### src/common/bscan_pkg.sv
// constants, types and chain layout of the boundary scan test port
// ============================================================
package bscan_pkg;

    // ============================================================
    // port state machine, one-hot
    typedef enum logic [15:0] {
        ST_TEST_LOGIC_RESET = 16'h0001,
        ST_RUN_TEST_IDLE = 16'h0002,
        ST_SELECT_DR = 16'h0004,
        ST_CAPTURE_DR = 16'h0008,
        ST_SHIFT_DR = 16'h0010,
        ST_EXIT1_DR = 16'h0020,
        ST_PAUSE_DR = 16'h0040,
        ST_EXIT2_DR = 16'h0080,
        ST_UPDATE_DR = 16'h0100,
        ST_SELECT_IR = 16'h0200,
        ST_CAPTURE_IR = 16'h0400,
        ST_SHIFT_IR = 16'h0800,
        ST_EXIT1_IR = 16'h1000,
        ST_PAUSE_IR = 16'h2000,
        ST_EXIT2_IR = 16'h4000,
        ST_UPDATE_IR = 16'h8000
    } tap_state_e;

    // ============================================================
    // instruction register
    localparam int IR_WIDTH = 4;
    localparam logic [3:0] INSTR_EXTEST = 4'h0;
    localparam logic [3:0] INSTR_INTEST = 4'h1;
    localparam logic [3:0] INSTR_SAMPLE = 4'h2;
    localparam logic [3:0] INSTR_IDCODE = 4'h3;
    localparam logic [3:0] INSTR_CLAMP = 4'h4;
    localparam logic [3:0] INSTR_HIGHZ = 4'h5;
    localparam logic [3:0] INSTR_BYPASS = 4'hF;
    // fixed capture pattern, low two bits 01
    localparam logic [3:0] IR_CAPTURE_VAL = 4'h1;

    // ============================================================
    // identification register; field values are arbitrary
    localparam int ID_WIDTH = 32;
    localparam logic [3:0] ID_VERSION = 4'h2;
    localparam logic [15:0] ID_DEVICE = 16'hA5C3;
    localparam logic [10:0] ID_MAKER = 11'h155;
    localparam logic [31:0] ID_VALUE = {ID_VERSION, ID_DEVICE, ID_MAKER, 1'b1};

    // ============================================================
    // boundary chain layout, index 0 is the position next to tdi
    localparam int PIN_COUNT = 50;
    localparam int CELLS_INPUT = 1;
    localparam int CELLS_BIDIR = 3;
    localparam logic [49:0] PIN_IS_BIDIR = 50'h0_017E_1DFF_7702;
    localparam int THROUGH_PIN_POS = 0;

    function automatic int cell_base(input int pos);
        int acc;
        acc = 0;
        for (int p = 0; p < pos; p++) begin
            acc += PIN_IS_BIDIR[p] ? CELLS_BIDIR : CELLS_INPUT;
        end
        return acc;
    endfunction : cell_base

    localparam int CELL_COUNT = cell_base(PIN_COUNT);

endpackage : bscan_pkg

### src/rtl/bscan_cell.sv
// one boundary cell: capture/shift stage and update latch
`timescale 1ns/1ps
module bscan_cell (
    input wire logic i_clk,
    input wire logic i_rst_b,
    input wire logic i_capture,
    input wire logic i_shift,
    input wire logic i_update,
    input wire logic i_capture_val,
    input wire logic i_scan_in,
    output logic o_scan_out,
    output logic o_hold
);

    always_ff @(posedge i_clk or negedge i_rst_b) begin
        if (!i_rst_b) begin
            o_scan_out <= 1'b0;
        end else if (i_capture) begin
            o_scan_out <= i_capture_val;
        end else if (i_shift) begin
            o_scan_out <= i_scan_in;
        end
    end

    // update stage only moves on the update pulse, so clamp can hold it
    always_ff @(posedge i_clk or negedge i_rst_b) begin
        if (!i_rst_b) begin
            o_hold <= 1'b0;
        end else if (i_update) begin
            o_hold <= o_scan_out;
        end
    end

endmodule : bscan_cell

### src/rtl/bscan_tap.sv
// boundary scan test port: state machine, instructions, chain and pin muxing
`timescale 1ns/1ps
module bscan_tap #(
    parameter int PINS = bscan_pkg::PIN_COUNT
) (
    input wire logic I_CLK_SYS,
    input wire logic I_RST_B,
    input wire logic I_TCK,
    input wire logic I_TMS,
    input wire logic I_TDI,
    input wire logic I_TRST_B,
    output logic O_TDO,
    output logic O_TDO_OE,
    input wire logic [PINS-1:0] I_PIN_IN,
    output logic [PINS-1:0] O_PIN_OUT,
    output logic [PINS-1:0] O_PIN_OE,
    output logic [PINS-1:0] O_CORE_IN,
    input wire logic [PINS-1:0] I_CORE_OUT,
    input wire logic [PINS-1:0] I_CORE_OE
);

    // ============================================================
    // pin synchronisers
    logic tck_s1, tck_s2, tck_prev;
    logic tms_s1, tms_s2;
    logic tdi_s1, tdi_s2;
    logic trst_b_s1, trst_b_s2;
    logic [PINS-1:0] pin_s1, pin_s2;

    always_ff @(posedge I_CLK_SYS or negedge I_RST_B) begin
        if (!I_RST_B) begin
            {tck_s1, tck_s2, tck_prev} <= 3'h0;
            {tms_s1, tms_s2, tdi_s1, tdi_s2} <= 4'hF;
            {trst_b_s1, trst_b_s2} <= 2'h0;
            pin_s1 <= '0;
            pin_s2 <= '0;
        end else begin
            tck_s1 <= I_TCK;
            tck_s2 <= tck_s1;
            tck_prev <= tck_s2;
            tms_s1 <= I_TMS;
            tms_s2 <= tms_s1;
            tdi_s1 <= I_TDI;
            tdi_s2 <= tdi_s1;
            trst_b_s1 <= I_TRST_B;
            trst_b_s2 <= trst_b_s1;
            pin_s1 <= I_PIN_IN;
            pin_s2 <= pin_s1;
        end
    end

    // test clock edges, found by the system clock; tck up to 6.25 MHz leaves 16 samples per half period
    wire tck_rise = tck_s2 & ~tck_prev;
    wire tck_fall = ~tck_s2 & tck_prev;

    // ============================================================
    // state machine
    bscan_pkg::tap_state_e state;

    tap_fsm u_tap_fsm (
        .i_clk(I_CLK_SYS),
        .i_rst_b(I_RST_B),
        .i_trst_b(trst_b_s2),
        .i_tck_rise(tck_rise),
        .i_tms(tms_s2),
        .o_state(state)
    );

    wire in_reset = (state == bscan_pkg::ST_TEST_LOGIC_RESET);
    wire in_cap_ir = (state == bscan_pkg::ST_CAPTURE_IR);
    wire in_shift_ir = (state == bscan_pkg::ST_SHIFT_IR);
    wire in_upd_ir = (state == bscan_pkg::ST_UPDATE_IR);
    wire in_cap_dr = (state == bscan_pkg::ST_CAPTURE_DR);
    wire in_shift_dr = (state == bscan_pkg::ST_SHIFT_DR);
    wire in_upd_dr = (state == bscan_pkg::ST_UPDATE_DR);

    // ============================================================
    // instruction register
    logic [bscan_pkg::IR_WIDTH-1:0] ir_shift;
    logic [bscan_pkg::IR_WIDTH-1:0] ir;

    always_ff @(posedge I_CLK_SYS or negedge I_RST_B) begin
        if (!I_RST_B) begin
            ir_shift <= bscan_pkg::IR_CAPTURE_VAL;
        end else if (tck_rise && in_cap_ir) begin
            ir_shift <= bscan_pkg::IR_CAPTURE_VAL;
        end else if (tck_rise && in_shift_ir) begin
            ir_shift <= {tdi_s2, ir_shift[bscan_pkg::IR_WIDTH-1:1]};
        end
    end

    always_ff @(posedge I_CLK_SYS or negedge I_RST_B) begin
        if (!I_RST_B) begin
            ir <= bscan_pkg::INSTR_IDCODE;
        end else if (in_reset) begin
            ir <= bscan_pkg::INSTR_IDCODE;
        end else if (tck_fall && in_upd_ir) begin
            ir <= ir_shift;
        end
    end

    // ============================================================
    // instruction decode
    wire op_extest = (ir == bscan_pkg::INSTR_EXTEST);
    wire op_intest = (ir == bscan_pkg::INSTR_INTEST);
    wire op_sample = (ir == bscan_pkg::INSTR_SAMPLE);
    wire op_idcode = (ir == bscan_pkg::INSTR_IDCODE);
    wire op_clamp = (ir == bscan_pkg::INSTR_CLAMP);
    wire op_highz = (ir == bscan_pkg::INSTR_HIGHZ);
    wire sel_boundary = op_extest | op_intest | op_sample;
    wire sel_id = op_idcode;
    wire sel_bypass = ~sel_boundary & ~sel_id;

    wire dr_capture = tck_rise & in_cap_dr;
    wire dr_shift = tck_rise & in_shift_dr;
    wire dr_update = tck_fall & in_upd_dr;

    // ============================================================
    // bypass and identification registers
    logic bypass_bit;
    logic [bscan_pkg::ID_WIDTH-1:0] id_shift;

    always_ff @(posedge I_CLK_SYS or negedge I_RST_B) begin
        if (!I_RST_B) begin
            bypass_bit <= 1'b0;
        end else if (dr_capture && sel_bypass) begin
            bypass_bit <= 1'b0;
        end else if (dr_shift && sel_bypass) begin
            bypass_bit <= tdi_s2;
        end
    end

    always_ff @(posedge I_CLK_SYS or negedge I_RST_B) begin
        if (!I_RST_B) begin
            id_shift <= bscan_pkg::ID_VALUE;
        end else if (dr_capture && sel_id) begin
            id_shift <= bscan_pkg::ID_VALUE;
        end else if (dr_shift && sel_id) begin
            id_shift <= {tdi_s2, id_shift[bscan_pkg::ID_WIDTH-1:1]};
        end
    end

    // ============================================================
    // boundary chain
    localparam int CELLS = bscan_pkg::CELL_COUNT;
    // nets: single bits are driven from many generate branches
    wire [CELLS:0] chain;
    wire [PINS-1:0] hold_in, hold_out, hold_oe;
    wire cell_capture = dr_capture & sel_boundary;
    wire cell_shift = dr_shift & sel_boundary;
    wire cell_update = dr_update & sel_boundary;

    assign chain[0] = tdi_s2;

    // only functional signal pins have cells
    // position zero, data_through_test_pin, sits next to tdi
    genvar gp;
    generate
        for (gp = 0; gp < PINS; gp++) begin : g_pin
            localparam int BASE = bscan_pkg::cell_base(gp);
            bscan_cell u_in (
                .i_clk(I_CLK_SYS),
                .i_rst_b(I_RST_B),
                .i_capture(cell_capture),
                .i_shift(cell_shift),
                .i_update(cell_update),
                .i_capture_val(pin_s2[gp]),
                .i_scan_in(chain[BASE]),
                .o_scan_out(chain[BASE+1]),
                .o_hold(hold_in[gp])
            );
            // bidir pins add output and enable cells
            if (bscan_pkg::PIN_IS_BIDIR[gp]) begin : g_bidir
                bscan_cell u_out (
                    .i_clk(I_CLK_SYS),
                    .i_rst_b(I_RST_B),
                    .i_capture(cell_capture),
                    .i_shift(cell_shift),
                    .i_update(cell_update),
                    .i_capture_val(I_CORE_OUT[gp]),
                    .i_scan_in(chain[BASE+1]),
                    .o_scan_out(chain[BASE+2]),
                    .o_hold(hold_out[gp])
                );
                bscan_cell u_oe (
                    .i_clk(I_CLK_SYS),
                    .i_rst_b(I_RST_B),
                    .i_capture(cell_capture),
                    .i_shift(cell_shift),
                    .i_update(cell_update),
                    .i_capture_val(I_CORE_OE[gp]),
                    .i_scan_in(chain[BASE+2]),
                    .o_scan_out(chain[BASE+3]),
                    .o_hold(hold_oe[gp])
                );
            end else begin : g_input
                // input-only pads never drive
                assign hold_out[gp] = 1'b0;
                assign hold_oe[gp] = 1'b0;
            end
        end
    endgenerate

    // ============================================================
    // pin and core muxing
    // update latch drives pads under external test
    // clamp drives the held values, which only move on update
    wire pins_from_cells = op_extest | op_clamp;
    // sample keeps the core path on the pads
    wire [PINS-1:0] next_pin_out = pins_from_cells ? hold_out : (I_CORE_OUT & bscan_pkg::PIN_IS_BIDIR);
    wire [PINS-1:0] next_pin_oe = op_highz ? '0 :
                                  pins_from_cells ? hold_oe : (I_CORE_OE & bscan_pkg::PIN_IS_BIDIR);
    // core inputs come from update latches under internal test
    wire [PINS-1:0] next_core_in = op_intest ? hold_in : pin_s2;

    always_ff @(posedge I_CLK_SYS or negedge I_RST_B) begin
        if (!I_RST_B) begin
            O_PIN_OUT <= '0;
            O_PIN_OE <= '0;
            O_CORE_IN <= '0;
        end else begin
            O_PIN_OUT <= next_pin_out;
            O_PIN_OE <= next_pin_oe;
            O_CORE_IN <= next_core_in;
        end
    end

    // ============================================================
    // test data out, changes on falling test clock edges
    wire dr_serial = sel_boundary ? chain[CELLS] : sel_id ? id_shift[0] : bypass_bit;
    wire next_tdo = in_shift_ir ? ir_shift[0] : dr_serial;

    always_ff @(posedge I_CLK_SYS or negedge I_RST_B) begin
        if (!I_RST_B) begin
            O_TDO <= 1'b0;
            O_TDO_OE <= 1'b0;
        end else if (!trst_b_s2) begin
            O_TDO_OE <= 1'b0;
        end else if (tck_fall) begin
            O_TDO <= next_tdo;
            O_TDO_OE <= in_shift_ir | in_shift_dr;
        end
    end

endmodule : bscan_tap

### src/rtl/tap_fsm.sv
// test access port state machine
`timescale 1ns/1ps
module tap_fsm (
    input wire logic i_clk,
    input wire logic i_rst_b,
    input wire logic i_trst_b,
    input wire logic i_tck_rise,
    input wire logic i_tms,
    output bscan_pkg::tap_state_e o_state
);

    bscan_pkg::tap_state_e next_state;

    always_comb begin
        case (o_state)
            bscan_pkg::ST_TEST_LOGIC_RESET: next_state = i_tms ? bscan_pkg::ST_TEST_LOGIC_RESET
                                                                : bscan_pkg::ST_RUN_TEST_IDLE;
            bscan_pkg::ST_RUN_TEST_IDLE: next_state = i_tms ? bscan_pkg::ST_SELECT_DR : bscan_pkg::ST_RUN_TEST_IDLE;
            bscan_pkg::ST_SELECT_DR: next_state = i_tms ? bscan_pkg::ST_SELECT_IR : bscan_pkg::ST_CAPTURE_DR;
            bscan_pkg::ST_CAPTURE_DR: next_state = i_tms ? bscan_pkg::ST_EXIT1_DR : bscan_pkg::ST_SHIFT_DR;
            bscan_pkg::ST_SHIFT_DR: next_state = i_tms ? bscan_pkg::ST_EXIT1_DR : bscan_pkg::ST_SHIFT_DR;
            bscan_pkg::ST_EXIT1_DR: next_state = i_tms ? bscan_pkg::ST_UPDATE_DR : bscan_pkg::ST_PAUSE_DR;
            bscan_pkg::ST_PAUSE_DR: next_state = i_tms ? bscan_pkg::ST_EXIT2_DR : bscan_pkg::ST_PAUSE_DR;
            bscan_pkg::ST_EXIT2_DR: next_state = i_tms ? bscan_pkg::ST_UPDATE_DR : bscan_pkg::ST_SHIFT_DR;
            bscan_pkg::ST_UPDATE_DR: next_state = i_tms ? bscan_pkg::ST_SELECT_DR : bscan_pkg::ST_RUN_TEST_IDLE;
            bscan_pkg::ST_SELECT_IR: next_state = i_tms ? bscan_pkg::ST_TEST_LOGIC_RESET : bscan_pkg::ST_CAPTURE_IR;
            bscan_pkg::ST_CAPTURE_IR: next_state = i_tms ? bscan_pkg::ST_EXIT1_IR : bscan_pkg::ST_SHIFT_IR;
            bscan_pkg::ST_SHIFT_IR: next_state = i_tms ? bscan_pkg::ST_EXIT1_IR : bscan_pkg::ST_SHIFT_IR;
            bscan_pkg::ST_EXIT1_IR: next_state = i_tms ? bscan_pkg::ST_UPDATE_IR : bscan_pkg::ST_PAUSE_IR;
            bscan_pkg::ST_PAUSE_IR: next_state = i_tms ? bscan_pkg::ST_EXIT2_IR : bscan_pkg::ST_PAUSE_IR;
            bscan_pkg::ST_EXIT2_IR: next_state = i_tms ? bscan_pkg::ST_UPDATE_IR : bscan_pkg::ST_SHIFT_IR;
            bscan_pkg::ST_UPDATE_IR: next_state = i_tms ? bscan_pkg::ST_SELECT_DR : bscan_pkg::ST_RUN_TEST_IDLE;
            default: next_state = bscan_pkg::ST_TEST_LOGIC_RESET;
        endcase
    end

    always_ff @(posedge i_clk or negedge i_rst_b) begin
        if (!i_rst_b) begin
            o_state <= bscan_pkg::ST_TEST_LOGIC_RESET;
        // reset pin wins over any edge
        end else if (!i_trst_b) begin
            o_state <= bscan_pkg::ST_TEST_LOGIC_RESET;
        // mode select sampled at rising edge
        end else if (i_tck_rise) begin
            o_state <= next_state;
        end
    end

endmodule : tap_fsm

### config.mk
export PLATFORM = sky130hd
export DESIGN_NAME = bscan_tap
export DESIGN_NICKNAME = d
export VERILOG_FILES = /design/src/common/bscan_pkg.sv /design/src/rtl/bscan_cell.sv /design/src/rtl/bscan_tap.sv /design/src/rtl/tap_fsm.sv
export SDC_FILE = /design/constraint.sdc
export NUM_CORES = 1
export LEC_CHECK = 0
export ABC_AREA = 1
export BUFFER_PORTS_ARGS = -buffer_cell sky130_fd_sc_hd__buf_2
export CAP_MARGIN = 20
export CELL_PAD_IN_SITES_DETAIL_PLACEMENT = 1
export CELL_PAD_IN_SITES_GLOBAL_PLACEMENT = 1
export CORE_MARGIN = 5
export CORE_UTILIZATION = 46
export CTS_CLUSTER_DIAMETER = 30
export DETAILED_ROUTE_END_ITERATION = 16
export GPL_TIMING_DRIVEN = 0
export PLACE_DENSITY = 0.88
export SLEW_MARGIN = 20
export SYNTH_ARGS = -nofsm -noshare
export SYNTH_HDL_FRONTEND = slang
export SYNTH_SLANG_ARGS = --single-unit
### constraint.sdc
create_clock -name I_CLK_SYS -period 5.09 [get_ports I_CLK_SYS]
set_input_delay 0 -clock I_CLK_SYS [delete_from_list [all_inputs] [get_ports I_CLK_SYS]]
set_output_delay 0 -clock I_CLK_SYS [all_outputs]
set_load 0.005 [all_outputs]
# Word level (Yosys, flattened, before mapping)
# Index checks and enable logic that the tools add are counted.
dict set report classes {
  reduce_logical 17
  bitwise 17
  n_eq_ne 23
  mux 236
}
# cell count
set ops {}
lappend ops {{1-bit 2-to-1 mux} 211}
lappend ops {{16-bit case mux with 12 select lines} 1}
lappend ops {{41-bit 2-to-1 mux} 3}
lappend ops {{16-bit 2-to-1 mux} 4}
lappend ops {{32-bit 2-to-1 mux} 2}
lappend ops {{50-bit 2-to-1 mux} 1}
lappend ops {{9-bit 2-to-1 mux} 2}
lappend ops {{16-bit by 1-bit == test with 1-bit output (second input constant)} 1}
lappend ops {{16-bit by 10-bit == test with 1-bit output (second input constant)} 1}
lappend ops {{16-bit by 11-bit == test with 1-bit output (second input constant)} 1}
lappend ops {{16-bit by 12-bit == test with 1-bit output (second input constant)} 1}
lappend ops {{16-bit by 13-bit == test with 1-bit output (second input constant)} 1}
lappend ops {{16-bit by 14-bit == test with 1-bit output (second input constant)} 1}
lappend ops {{16-bit by 15-bit == test with 1-bit output (second input constant)} 1}
lappend ops {{16-bit == test (second input constant)} 1}
lappend ops {{16-bit by 2-bit == test with 1-bit output (second input constant)} 1}
lappend ops {{16-bit by 3-bit == test with 1-bit output (second input constant)} 1}
lappend ops {{16-bit by 4-bit == test with 1-bit output (second input constant)} 1}
lappend ops {{16-bit by 5-bit == test with 1-bit output (second input constant)} 1}
lappend ops {{16-bit by 6-bit == test with 1-bit output (second input constant)} 1}
lappend ops {{16-bit by 7-bit == test with 1-bit output (second input constant)} 1}
lappend ops {{16-bit by 8-bit == test with 1-bit output (second input constant)} 1}
lappend ops {{16-bit by 9-bit == test with 1-bit output (second input constant)} 1}
lappend ops {{4-bit 2-to-1 mux} 4}
lappend ops {{21 further kinds} 49}
dict set report totals {
  inputBits 156
  elab_cells 518
  output_inout_bits 152
  reg_bits 504
}

# Longest topological paths before layout
# Gate-level depths: netlist of the first run.
dict set report logic_depth {
  word_depth 8
  mapped_depth 12
  mapped_depth_nobuf 11
}

# Cells and area by module
# From an unflattened synthesis of the first run, not the netlist that was laid out.
dict set report hier_totals {
  hier_cells 2251
  hier_area_um2 19860.3
}
# module n_inst seq_area_each_um2 cells_per_inst area_each_um2
set modules_own_cells {}
lappend modules_own_cells {bscan_cell 102 50.0 13 93.8}
lappend modules_own_cells {bscan_tap 1 6383.6 785 9256.4}
lappend modules_own_cells {tap_fsm 1 401.6 140 1032.2}

# Worst setup path before layout of the first run
# OpenSTA, ideal clock, no wires.
dict set report synth_path {
  path_type {flip-flop to flip-flop}
  from {register u_tap_fsm.o_state[5]}
  to {register g_pin[23].g_bidir.u_out.o_scan_out}
  n_path_buf 2
  arrival_ps 1602
  slack_ps 3369
  t_required_ps 4971
  path_stages_with_launch 13
  cell_sequence {dfrtp_1 nor2_4 nand2_2 nor2_1 nand2_2 nor2_4 nand2_4 buf_2 buf_2 nand2_1 o21ai_1 nand2_1 o21ai_2}
}
dict set report synth_via {
  elab_chain_len 4
  word_cells_on_any_way 8
  cone_classes {eq/ne: 2; mux: 1; bitwise: 4; reduce/logical: 1}
}
# element line
set synth_rtl {}
lappend synth_rtl {{start, declared} tap_fsm.sv:9} ;# output bscan_pkg::tap_state_e o_state
lappend synth_rtl {{start signal, assigned} tap_fsm.sv:39} ;# o_state <= bscan_pkg::ST_TEST_LOGIC_RESET;
lappend synth_rtl {{start signal, assigned} tap_fsm.sv:42} ;# o_state <= bscan_pkg::ST_TEST_LOGIC_RESET;
lappend synth_rtl {{start signal, assigned} tap_fsm.sv:45} ;# o_state <= next_state;
lappend synth_rtl {{16-bit by 4-bit == test with 1-bit output or 16-bit by 5-bit == test with 1-bit output (tied branches)} {bscan_tap.sv:73, bscan_tap.sv:74}}
lappend synth_rtl {{1-bit bitwise AND (on tied branches)} {bscan_tap.sv:114, bscan_tap.sv:115}}
lappend synth_rtl {{1-bit bitwise AND (on tied branches)} {bscan_tap.sv:149, bscan_tap.sv:150}}
lappend synth_rtl {{1-bit 2-to-1 mux or 2-bit nonzero test (tied branches)} --}
lappend synth_rtl {{end signal, assigned} bscan_cell.sv:19} ;# o_scan_out <= i_capture_val;
lappend synth_rtl {{end signal, assigned} bscan_cell.sv:21} ;# o_scan_out <= i_scan_in;
lappend synth_rtl {{end, declared} bscan_cell.sv:11} ;# output logic o_scan_out,
# Parallel ways exist; a longest one is shown, timed or not.
# A chain may end at the register's enable or synchronous reset.

# Worst setup path in the final report of the first run
dict set report layout_path {
  from {register ir[3] in the netlist's numbering}
  to {register O_PIN_OUT[9]}
}
dict set report layout_via {
  elab_chain_len 3
  word_cells_on_any_way 4
  cone_classes {eq/ne: 1; mux: 1; bitwise: 1; reduce/logical: 1}
}
# element line
set layout_rtl {}
lappend layout_rtl {{start, declared} bscan_tap.sv:80} ;# logic [bscan_pkg::IR_WIDTH-1:0] ir;
lappend layout_rtl {{start signal, assigned} bscan_tap.sv:94} ;# ir <= bscan_pkg::INSTR_IDCODE;
lappend layout_rtl {{start signal, assigned} bscan_tap.sv:96} ;# ir <= bscan_pkg::INSTR_IDCODE;
lappend layout_rtl {{start signal, assigned} bscan_tap.sv:98} ;# ir <= ir_shift;
lappend layout_rtl {{4-bit by 3-bit == test with 1-bit output or 4-bit logical NOT (tied branches)} {bscan_tap.sv:108, bscan_tap.sv:104}}
lappend layout_rtl {{1-bit bitwise OR *} bscan_tap.sv:208} ;# wire pins_from_cells = op_extest | op_clamp;
lappend layout_rtl {{41-bit 2-to-1 mux *} bscan_tap.sv:210} ;# wire [PINS-1:0] next_pin_out = pins_from_cells ? hold_out : (I_CORE_OUT & bscan_pkg::PIN_IS_BIDIR);
lappend layout_rtl {{named net next_pin_out[9]} bscan_tap.sv:210}
lappend layout_rtl {{end signal, assigned} bscan_tap.sv:222} ;# O_PIN_OUT <= next_pin_out;
lappend layout_rtl {{end, declared} bscan_tap.sv:15} ;# output logic [PINS-1:0] O_PIN_OUT,
# The timed path passes the listed nets; every way through them passes the cells marked *.

==> flow_metrics.env, run 1 <==
export IMPL_ys_seq_area_share_pct=63.6
export IMPL_setup_ws_ns=2.10
export IMPL_die_x_um=212
export IMPL_fin_skew_ns=0.0322
export IMPL_clk_pin_slew_ns=0.06
export IMPL_p_leak_nw=13.1
export IMPL_p_comb_share_pct=3.7
export IMPL_totalWireLength_um=95600
export IMPL_numPortBuffers=211
export IMPL_cap_violations=0
export IMPL_start_util_pct=46.8
export IMPL_violations="hold timing"
export IMPL_grt_pass1_wl_um=134000
export IMPL_finalSetupViolations=0
export IMPL_avgViaCountPerCell=6.26
export IMPL_fp_dieArea_um2=44800
export IMPL_overflow=0
export IMPL_drive_gt1_share_pct=22.6
export IMPL_clock_power_share_pct=63.1
export IMPL_final_common_cell="dfrtp_1"
export IMPL_slowest_stage="clkbuf_1"
export IMPL_ys_types=36
export IMPL_worstMarginPinSlew_ns=1.07
export IMPL_power_switching_mw=3.02
export IMPL_endpoint="O_PIN_OUT[9]"
export IMPL_cp_arrival_ns=3.42
export IMPL_rows=73
export IMPL_cpPeakStageDelay_ns=0.84
export IMPL_setup_tns_ns=0
export IMPL_cts_resized_gates=0
export IMPL_fmax_mhz=334
export IMPL_critPathKind="reg2reg"
export IMPL_status="complete, but fails checks"
export IMPL_cts_root_buf="clkbuf_16"
export IMPL_drc_errors=0
export IMPL_relSlewSlack_pct=28.9
export IMPL_r2r_end="O_PIN_OUT[9]"
export IMPL_dpl_worst_slack_ns=2.59
export IMPL_ys_flop_type="dfrtp_1"
export IMPL_drtIter0Drc=2569
export IMPL_seq_power_share_pct=33.2
export IMPL_crit_top_cell="inv_1"
export IMPL_crit_chain="inv_1 -> nand2_1 -> inv_1 -> clkbuf_1 -> o21ai_0"
export IMPL_gp_congestion=0.862
export IMPL_r2r_slack_ns=2.10
export IMPL_wl_per_cell_um=31.2
export IMPL_ioPinCount=308
export IMPL_grt_usage_pct=39.5
export IMPL_holdWs_ns=-0.0136
export IMPL_timing_final_crit_share_pct=58.8
export IMPL_netlist_instances=1952
export IMPL_ys_seq_elements=474
export IMPL_hold_violations=2
export IMPL_vias=19189
export IMPL_yosys_warnings=0
export IMPL_cts_buffers=105
export IMPL_swShare_pct=25.6
export IMPL_multiInputGateArea_um2=5210
export IMPL_start_kind="register"
export IMPL_crit_start="ir[3]"
export IMPL_final_antenna_net_count=0
export IMPL_first_pass_iters=7
export IMPL_critPathRequiredTime_ns=5.51
export IMPL_cts_tree="yes"
export IMPL_worstSkewPairLatency_ns=0.66
export IMPL_grt_max_degree=105
export IMPL_crit_path_end_kind="register"
export IMPL_cts_buffer_depth=3
export IMPL_syn_area_um2=18700
export IMPL_synthToLayoutAreaGrowth_pct=37.3
export IMPL_regArea_um2=11900
export IMPL_final_max_slew_viol_count=0
export IMPL_grt_pass1_vias=20770
export IMPL_die_h_um=212
export IMPL_cts_sinks=474
export IMPL_power_density_nw_per_um2=459
export IMPL_mostFrequentLayoutCells="dfrtp_1 (451), nand2_1 (449), buf_2 (246), inv_1 (240), o21ai_1 (203)"
export IMPL_coreArea_um2=40000
export IMPL_h_tree_depth=3
export IMPL_rr_worst_depth=5
export IMPL_reg2reg_from="ir[3]"
export IMPL_avgSynthCellArea_um2=9.58
export IMPL_nFillCells=4312
export IMPL_max_vdd_ir_drop_mv=0.293
export IMPL_synthArstFlopShare_pct=100
export IMPL_antenna_found_initial=6
export IMPL_fin_nets=2601
export IMPL_hpwlAfterDp_um=41000
export IMPL_place_inst=2740
export IMPL_synth_edf_count=0
export IMPL_stdcell_count=3067
export IMPL_post_route_min_period_ns=2.99
export IMPL_crit_fanout=10
export IMPL_rsz0062_at_grt="no"
export IMPL_p_int_mw=8.77
export IMPL_hp_class="in2reg"
-- worst min path at each step --
stage                     slack, ns  cells past startpoint         start           end
after floorplan               -0.30                      0       I_RST_B  O_CORE_IN[0]
after global placement         0.11                      1         I_TMS        tms_s1
after detailed placement      -0.02                      1       I_RST_B    pin_s1[16]
after CTS                    0.0003                      2  I_PIN_IN[14]    pin_s1[14]
after global routing          0.009                      2  I_PIN_IN[32]    pin_s1[32]
final                         -0.01                      2  I_PIN_IN[25]    pin_s1[25]
-- layout make-up --
type                    instances  share of cell area, %
flip-flops and latches        474                   46.3
multi-input cells            1135                   20.3
clock buffers                 135                   11.2
repair buffers                339                   9.55
inverters                     241                   3.52
plain buffers                 149                   3.45
clock inverters                63                   3.13
well taps                     525                   2.56
diodes                          6                 0.0584
-- synth_stat cells, types with 5 or more instances --
library cell | instances | area share (%)
dfstp_2 | 23 | 3.2
buf_4 | 57 | 2.3
o22ai_1 | 5 | 0.17
nand2_2 | 7 | 0.23
a21oi_1 | 62 | 1.7
buf_2 | 36 | 0.96
nand3_1 | 39 | 1.0
o21ai_0 | 133 | 3.6
clkbuf_1 | 44 | 0.88
nor2_1 | 108 | 2.2
a211oi_1 | 26 | 1.0
nor2_2 | 6 | 0.20
o21ai_1 | 203 | 5.4
buf_6 | 9 | 0.54
o21ai_2 | 28 | 1.3
dfrtp_1 | 451 | 60
inv_1 | 240 | 4.8
nand2_1 | 449 | 9.0
-- layer usage --
| layer | global-route usage, % | vias to the layer above | routed length, um | part of all wire, % |
|---|---|---|---|---|
| li1 | - | 7131 | - | - |
| met1 | 44.4 | 9396 | 31900 | 33 |
| met2 | 64.5 | 1842 | 43600 | 46 |
| met3 | 10.0 | 806 | 10000 | 11 |
| met4 | 30.2 | 14 | 9930 | 10 |
| met5 | 0 | - | 92 | 0.096 |
-- worst max-delay path: cells and delay by family, from the launching register on --
family | cells | cell delay, ns
AO/OA/AOI/OAI | 1 | 0.41
buffers and inverters | 3 | 1.49
flip-flops | 1 | 0.45
AND/OR/NAND/NOR | 1 | 0.39
-- stage by stage --
stage	cell area (um2)	util (%)	power [mW]
2_1_floorplan	18900	-	4.05
3_3_place_gp	20600	51.5	4.25
3_5_place_dp	20800	51.9	4.28
4_1_cts	25700	64.2	11.4
5_1_grt	25700	64.2	12.0
6_report	25700	64.2	11.8
-- logic make-up after synthesis --
family	after synthesis	synth area share (%)
AOI/OAI and AO/OA	465	13.5
buffers and inverters	390	9.57
and+or+nand+nor	622	13.4
other	1	0.0200
DFF	474	63.6
-- power groups by stage --
stage | clock network [mW] | registers, mW | logic [mW]
finish | 7.43 | 3.91 | 0.442
global route | 7.58 | 3.92 | 0.471
CTS | 7.10 | 3.91 | 0.410
detailed placement | 0 | 3.96 | 0.320
global placement | 0 | 3.96 | 0.297
floorplan | 0 | 3.95 | 0.0941
-- what timing repair did --
item / in CTS / in global routing
hold endpoints to repair: 534 / 0
setup buffers: 0 / 0
hold buffers: 123 / 0
-- flip-flops by register name, indices dropped and copies added (netlist names), 4 cells and up --
name / count
ir_shift: 4
id_shift: 32
g_pin.g_bidir.u_out.o_scan_out: 26
O_PIN_OE: 26
O_PIN_OUT: 26
g_pin.g_bidir.u_out.o_hold: 26
g_pin.u_in.o_hold: 50
g_pin.g_bidir.u_oe.o_scan_out: 26
g_pin.g_bidir.u_oe.o_hold: 26
ir: 4
O_CORE_IN: 50
pin_s1: 50
pin_s2: 50
u_tap_fsm.o_state: 16
g_pin.u_in.o_scan_out: 50
(Power assumes the default switching activity.)
==> inputs of run 2 (changes only) <==
--- a/config.mk
+++ b/config.mk
@@ -5,17 +5,17 @@
 export SDC_FILE = /design/constraint.sdc
 export NUM_CORES = 1
 export LEC_CHECK = 0
-export ABC_AREA = 1
+export ABC_AREA = 0
 export BUFFER_PORTS_ARGS = -buffer_cell sky130_fd_sc_hd__buf_2
 export CAP_MARGIN = 20
 export CELL_PAD_IN_SITES_DETAIL_PLACEMENT = 1
 export CELL_PAD_IN_SITES_GLOBAL_PLACEMENT = 1
 export CORE_MARGIN = 5
-export CORE_UTILIZATION = 46
+export CORE_UTILIZATION = 45
 export CTS_CLUSTER_DIAMETER = 30
 export DETAILED_ROUTE_END_ITERATION = 16
 export GPL_TIMING_DRIVEN = 0
-export PLACE_DENSITY = 0.88
+export PLACE_DENSITY = 0.84
 export SLEW_MARGIN = 20
 export SYNTH_ARGS = -nofsm -noshare
 export SYNTH_HDL_FRONTEND = slang
==> constraint.sdc (replaced) <==
create_clock -name I_CLK_SYS -period 3 [get_ports I_CLK_SYS]
set_input_delay 0 -clock I_CLK_SYS [delete_from_list [all_inputs] [get_ports I_CLK_SYS]]
set_output_delay 0 -clock I_CLK_SYS [all_outputs]
set_load 0.005 [all_outputs]
==> run 2 against run 1 <==
Compared with the run above: largest cell class unchanged; synthesized area is 4.2% higher; critical path type unchanged; fmax rose by 0.61%; sequential share of layout area is 1.9 points lower; the run still ends with hold timing left.
==> flow_metrics.env, run 2 <==
export IMPL_ys_flop_type="dfrtp_1"
export IMPL_setup_tns_ns=0
export IMPL_utilization_pct=62.4
export IMPL_worstMarginPinSlew_ns=1.16
export IMPL_worstSkewPairLatency_ns=0.66
export IMPL_nFillCells=4443
export IMPL_critPathRequiredTime_ns=3.53
export IMPL_multiInputGateArea_um2=6510
export IMPL_total_power_mw=19.2
export IMPL_antenna_found_initial=4
export IMPL_crit_path_end_kind="register"
export IMPL_vias=16321
export IMPL_slowest_stage="or4b_1"
export IMPL_hold_violations=2
export IMPL_post_route_min_period_ns=2.98
export IMPL_p_leak_nw=12.3
export IMPL_die_h_um=218
export IMPL_final_antenna_net_count=0
export IMPL_mostFrequentLayoutCells="dfrtp_1 (451), buf_2 (239), a21oi_1 (237), nand2_1 (170), dlygate4sd3_1 (135)"
export IMPL_holdWs_ns=-0.00489
export IMPL_grt_pass1_wl_um=116000
export IMPL_gp_congestion=0.836
export IMPL_rsz0062_at_grt="yes"
export IMPL_power_density_nw_per_um2=717
export IMPL_yosys_warnings=0
export IMPL_violations="hold timing"
export IMPL_clk_pin_slew_ns=0.05
export IMPL_netlist_instances=1710
export IMPL_hpwlAfterDp_um=39900
export IMPL_relSlewSlack_pct=22.6
export IMPL_synth_edf_count=0
export IMPL_cts_buffer_depth=3
export IMPL_fmax_mhz=336
export IMPL_cp_arrival_ns=3.50
export IMPL_finalSetupViolations=0
export IMPL_overflow=0
export IMPL_crit_chain="clkbuf_1 -> or4b_1 -> nor3_4 -> nand2_1 -> a21o_1 -> buf_2 -> clkbuf_1 -> a21oi_1"
export IMPL_totalWireLength_um=76400
export IMPL_fin_nets=2377
export IMPL_critPathKind="reg2reg"
export IMPL_fin_skew_ns=0.0498
export IMPL_final_max_slew_viol_count=0
export IMPL_dpl_worst_slack_ns=-0.435
export IMPL_synth_common_cells="dfrtp_1 (451), a21oi_1 (238), nand2_1 (171)"
export IMPL_hp_class="in2reg"
export IMPL_numPortBuffers=211
export IMPL_ioPinCount=308
export IMPL_avgViaCountPerCell=5.64
export IMPL_cpPeakStageDelay_ns=0.67
export IMPL_max_vdd_ir_drop_mv=0.419
export IMPL_cts_tree="yes"
export IMPL_grt_usage_pct=31.8
export IMPL_crit_fanout=10
export IMPL_start_util_pct=45.3
export IMPL_die_x_um=218
export IMPL_cts_buffers=100
export IMPL_yosysTopAreaCell="dfrtp_1"
export IMPL_status="complete, but fails checks"
export IMPL_cap_violations=0
export IMPL_final_common_cell="dfrtp_1"
export IMPL_ys_seq_elements=474
export IMPL_synthArstFlopShare_pct=100
export IMPL_wl_per_cell_um=26.4
export IMPL_drtIter0Drc=1437
export IMPL_regArea_um2=11900
export IMPL_h_tree_depth=3
export IMPL_cts_root_buf="clkbuf_16"
export IMPL_rows=76
export IMPL_synthToLayoutAreaGrowth_pct=37.6
export IMPL_syn_area_um2=19500
export IMPL_start_kind="register"
export IMPL_drive_gt1_share_pct=28.0
export IMPL_post_synth_top_count_cell="dfrtp_1"
export IMPL_drc_errors=0
export IMPL_first_pass_iters=8
export IMPL_grt_max_degree=86
export IMPL_timing_final_crit_share_pct=99.2
export IMPL_ys_types=52
export IMPL_ys_seq_area_share_pct=61.0
export IMPL_crit_top_cell="clkbuf_1"
export IMPL_fp_dieArea_um2=47600
export IMPL_synth_top_area_share_pct=57.9
export IMPL_cts_sinks=474
export IMPL_synthTopCellsByArea="dfrtp_1 (58%), a21oi_1 (6.1%), mux2_1 (4.6%)"
export IMPL_coreArea_um2=43000
export IMPL_setup_ws_ns=0.0237
export IMPL_grt_pass1_vias=18681
export IMPL_avgSynthCellArea_um2=11.4
run 2: power by group:
group | internal, mW | total [mW] | switching (mW) | leakage [nW]
clock network | 7.73 | 11.8 | 4.08 | 1.71
registers | 6.56 | 6.65 | 0.0887 | 6.06
logic | 0.359 | 0.765 | 0.407 | 4.52
run 2: stage by stage:
stage          instances  cell area, um2
4_1_cts             2887           26700
6_report            2895           26800
2_1_floorplan       1757           19700
3_5_place_dp        2560           21600
3_3_place_gp        2553           21500
5_1_grt             2895           26800
run 2: worst paths after layout:
| kind | startpoint | endpoint | slack, ns | cells after the start |
|---|---|---|---|---|
| worst max-delay path | u_tap_fsm.o_state[5] | g_pin[20].g_bidir.u_out.o_scan_out | 0.02 | 8 |
| worst min-delay path | I_PIN_IN[35] | pin_s1[35] | -0.005 | 2 |
| worst max register to register | u_tap_fsm.o_state[5] | g_pin[20].g_bidir.u_out.o_scan_out | 0.02 | 8 |
| worst min register to register | trst_b_s1 | trst_b_s2 | 0.35 | 0 |
| max in group asynchronous | I_RST_B | g_pin[40].g_bidir.u_oe.o_scan_out | 1.27 | 6 |
| min in group asynchronous | I_RST_B | u_tap_fsm.o_state[0] | 0.51 | 3 |
run 2: layer usage:
layer  vias up  routed length [um]  global-route usage (%)
li1       6747                   -                       -
met1      8437               28300                    37.0
met2       859               38700                    55.1
met3       276                4980                    6.40
met4         2                4420                    18.1
met5         -                  13                       0
run 2: logic make-up after synthesis:
| kind of cell | synth area share [%] |
|---|---|
| flip-flops | 61.0 |
| AO/OA/AOI/OAI | 7.52 |
| other | 0.0192 |
| AND/OR/NAND/NOR | 13.3 |
| multiplexers | 10.9 |
| buffers and inverters | 6.92 |
| XOR/XNOR | 0.315 |
run 2: final cells by class:
class / count / share of cell area, %
Sequential cell: 474 / 44.4
Multi-Input combinational cell: 994 / 24.3
Clock buffer: 128 / 10.4
Timing Repair Buffer: 364 / 10.0
Buffer: 165 / 3.50
Clock inverter: 60 / 2.98
Tap cell: 585 / 2.73
Inverter: 122 / 1.71
Antenna cell: 3 / 0.0280
run 2: timing repair:
action / in CTS / in global routing
endpoints found under the hold margin: 275 / 0
hold buffers: 136 / 0
resized for setup: 43 / 12
setup endpoints to repair: 214 / 199
pin swaps: 2 / 3
buffers inserted: 4 / 6
run 2: worst max-delay path, delay by kind of cell (launching register included):
family                 cells  cell delay [ns]
AOI/OAI and AO/OA          2             0.58
DFF                        1             0.35
and+or+nand+nor            3             1.17
buffers and inverters      3             0.77
==> inputs of run 3 (changes only) <==
--- a/config.mk
+++ b/config.mk
@@ -5,17 +5,17 @@
 export SDC_FILE = /design/constraint.sdc
 export NUM_CORES = 1
 export LEC_CHECK = 0
-export ABC_AREA = 0
+export ABC_AREA = 1
 export BUFFER_PORTS_ARGS = -buffer_cell sky130_fd_sc_hd__buf_2
 export CAP_MARGIN = 20
 export CELL_PAD_IN_SITES_DETAIL_PLACEMENT = 1
 export CELL_PAD_IN_SITES_GLOBAL_PLACEMENT = 1
 export CORE_MARGIN = 5
-export CORE_UTILIZATION = 45
+export CORE_UTILIZATION = 43
 export CTS_CLUSTER_DIAMETER = 30
 export DETAILED_ROUTE_END_ITERATION = 16
 export GPL_TIMING_DRIVEN = 0
-export PLACE_DENSITY = 0.84
+export PLACE_DENSITY = 0.83
 export SLEW_MARGIN = 20
 export SYNTH_ARGS = -nofsm -noshare
 export SYNTH_HDL_FRONTEND = slang
==> run 3 against run 2 <==
Compared with the run above: sequential cell count is the same; hold slack better by 0.029 ns; die area up 0.44%; highest routed layer unchanged; critical path type unchanged; non-clock buffer count down 42; the flow now finishes without violations.
==> flow_metrics.env, run 3 (same netlist as run 1, synthesis figures left out) <==
export IMPL_status="completed"
export IMPL_cp_buffers_inverters=3
export IMPL_fmax_mhz=376
export IMPL_die_h_um=219
export IMPL_fin_area_um2=25700
export IMPL_fin_nets=2600
export IMPL_antenna_found_initial=7
export IMPL_avgViaCountPerCell=5.34
export IMPL_cp_arrival_ns=3.07
export IMPL_mostFrequentLayoutCells="dfrtp_1 (451), nand2_1 (449), buf_2 (246), inv_1 (240), o21ai_1 (203)"
export IMPL_drtIter0Drc=1293
export IMPL_start_util_pct=43.4
export IMPL_cap_violations=0
export IMPL_crit_top_cell="inv_1"
export IMPL_nFillCells=4722
export IMPL_start_kind="register"
export IMPL_fin_skew_ns=0.0304
export IMPL_dr_wl_met3_um=4360
export IMPL_cts_sinks=474
export IMPL_grt_pass1_vias=19233
export IMPL_grt_pass1_wl_um=113000
export IMPL_setup_ws_ns=0.341
export IMPL_rsz0062_at_grt="no"
export IMPL_hold_violations=0
export IMPL_cts_root_buf="clkbuf_16"
export IMPL_wl_met1_um=27400
export IMPL_p_leak_nw=13.0
export IMPL_critPathRequiredTime_ns=3.41
export IMPL_dpl_worst_slack_ns=0.528
export IMPL_max_vdd_ir_drop_mv=0.432
export IMPL_totalWireLength_um=73400
export IMPL_vias=16650
export IMPL_synthToLayoutAreaGrowth_pct=37.2
export IMPL_post_route_min_period_ns=2.66
export IMPL_final_common_cell="dfrtp_1"
export IMPL_grt_usage_pct=30.7
export IMPL_drive_gt1_share_pct=22.4
export IMPL_place_area_um2=20800
export IMPL_critPathKind="reg2reg"
export IMPL_worstSkewPairLatency_ns=0.63
export IMPL_wl_per_cell_um=23.5
export IMPL_path_delay_family="buffers and inverters"
export IMPL_holdWs_ns=0.0244
export IMPL_overflow=0
export IMPL_cts_buffer_depth=3
export IMPL_highest_layer="met5"
export IMPL_crit_chain="inv_1 -> nand2_1 -> inv_1 -> clkbuf_1 -> o21ai_0"
export IMPL_coreArea_um2=43100
export IMPL_numPortBuffers=211
export IMPL_gp_congestion=0.859
export IMPL_hpwlAfterDp_um=39800
export IMPL_cts_buffers=105
export IMPL_grt_max_degree=101
export IMPL_power_density_nw_per_um2=746
export IMPL_ioPinCount=308
export IMPL_hp_class="in2reg"
export IMPL_cts_tree="yes"
export IMPL_rows=76
export IMPL_drc_errors=0
export IMPL_fp_dieArea_um2=47800
export IMPL_timing_final_crit_share_pct=88.6
export IMPL_slowest_stage="clkbuf_1"
export IMPL_h_tree_depth=3
export IMPL_crit_fanout=10
export IMPL_clk_pin_slew_ns=0.06
export IMPL_cpPeakStageDelay_ns=0.69
export IMPL_crit_path_end_kind="register"
export IMPL_finalSetupViolations=0
export IMPL_utilization_pct=59.6
export IMPL_die_x_um=219
export IMPL_relSlewSlack_pct=38.4
export IMPL_final_antenna_net_count=0
export IMPL_final_max_slew_viol_count=0
export IMPL_wl_met2_um=37300
export IMPL_post_cts_repair_setup_buffers=0
export IMPL_worstMarginPinSlew_ns=0.924
export IMPL_first_pass_iters=5
-- run 3: cell type report --
| type | count | area, um2 | area share [%] |
|---|---|---|---|
| antenna | 5 | 12.5 | 0.0487 |
| tap | 585 | 732 | 2.85 |
| sequential | 474 | 11900 | 46.3 |
| clock inverter | 53 | 658 | 2.56 |
| multi-input combinational | 1135 | 5210 | 20.3 |
| inverter | 241 | 905 | 3.52 |
| buffer | 149 | 886 | 3.45 |
| timing repair buffer | 338 | 2440 | 9.51 |
| clock buffer | 138 | 2930 | 11.4 |
-- run 3: per-layer routing --
layer | vias to the layer above | track usage (%)
met2 | 785 | 53.8
li1 | 7115 | -
met1 | 8465 | 35.1
met3 | 281 | 6.08
met5 | - | 0
met4 | 4 | 17.7
-- run 3: final timing paths --
path                              from       endpoint  slack, ns  cells past startpoint
max in group asynchronous      I_RST_B         tms_s2       1.57                      5
min                        I_PIN_IN[4]      pin_s1[4]       0.02                      2
max                              ir[3]  O_PIN_OUT[28]       0.34                      5
max reg2reg                      ir[3]  O_PIN_OUT[28]       0.34                      5
min in group asynchronous      I_RST_B  O_PIN_OUT[13]       0.50                      4
min reg2reg                 pin_s1[36]     pin_s2[36]       0.33                      0
-- run 3: power breakdown --
group | internal [mW] | switching [mW]
Sequential | 6.56 | 0.0716
Combinational | 0.303 | 0.403
Clock | 7.88 | 3.93
-- run 3: worst register-to-register path, stage by stage (launching register included) --
cell and delay (ns):
dfrtp_1 0.43, inv_1 0.12, nand2_1 0.35, inv_1 0.48
clkbuf_1 0.69, o21ai_0 0.36
-- run 3: through the flow --
stage | power (mW) | setup TNS, ns | instances
after floorplan | 6.86 | 0 | 1999
after global placement | 7.21 | -3411.29 | 2795
after detailed placement | 7.25 | 0 | 2800
after CTS | 19.1 | 0 | 3113
after global routing | 19.7 | 0 | 3115
final | 19.1 | 0 | 3118
-- run 3: timing repair --
action | 4_1_cts | 5_1_grt
endpoints found under the hold margin | 369 | 0
resized for setup | 0 | 0
hold buffers | 122 | 0
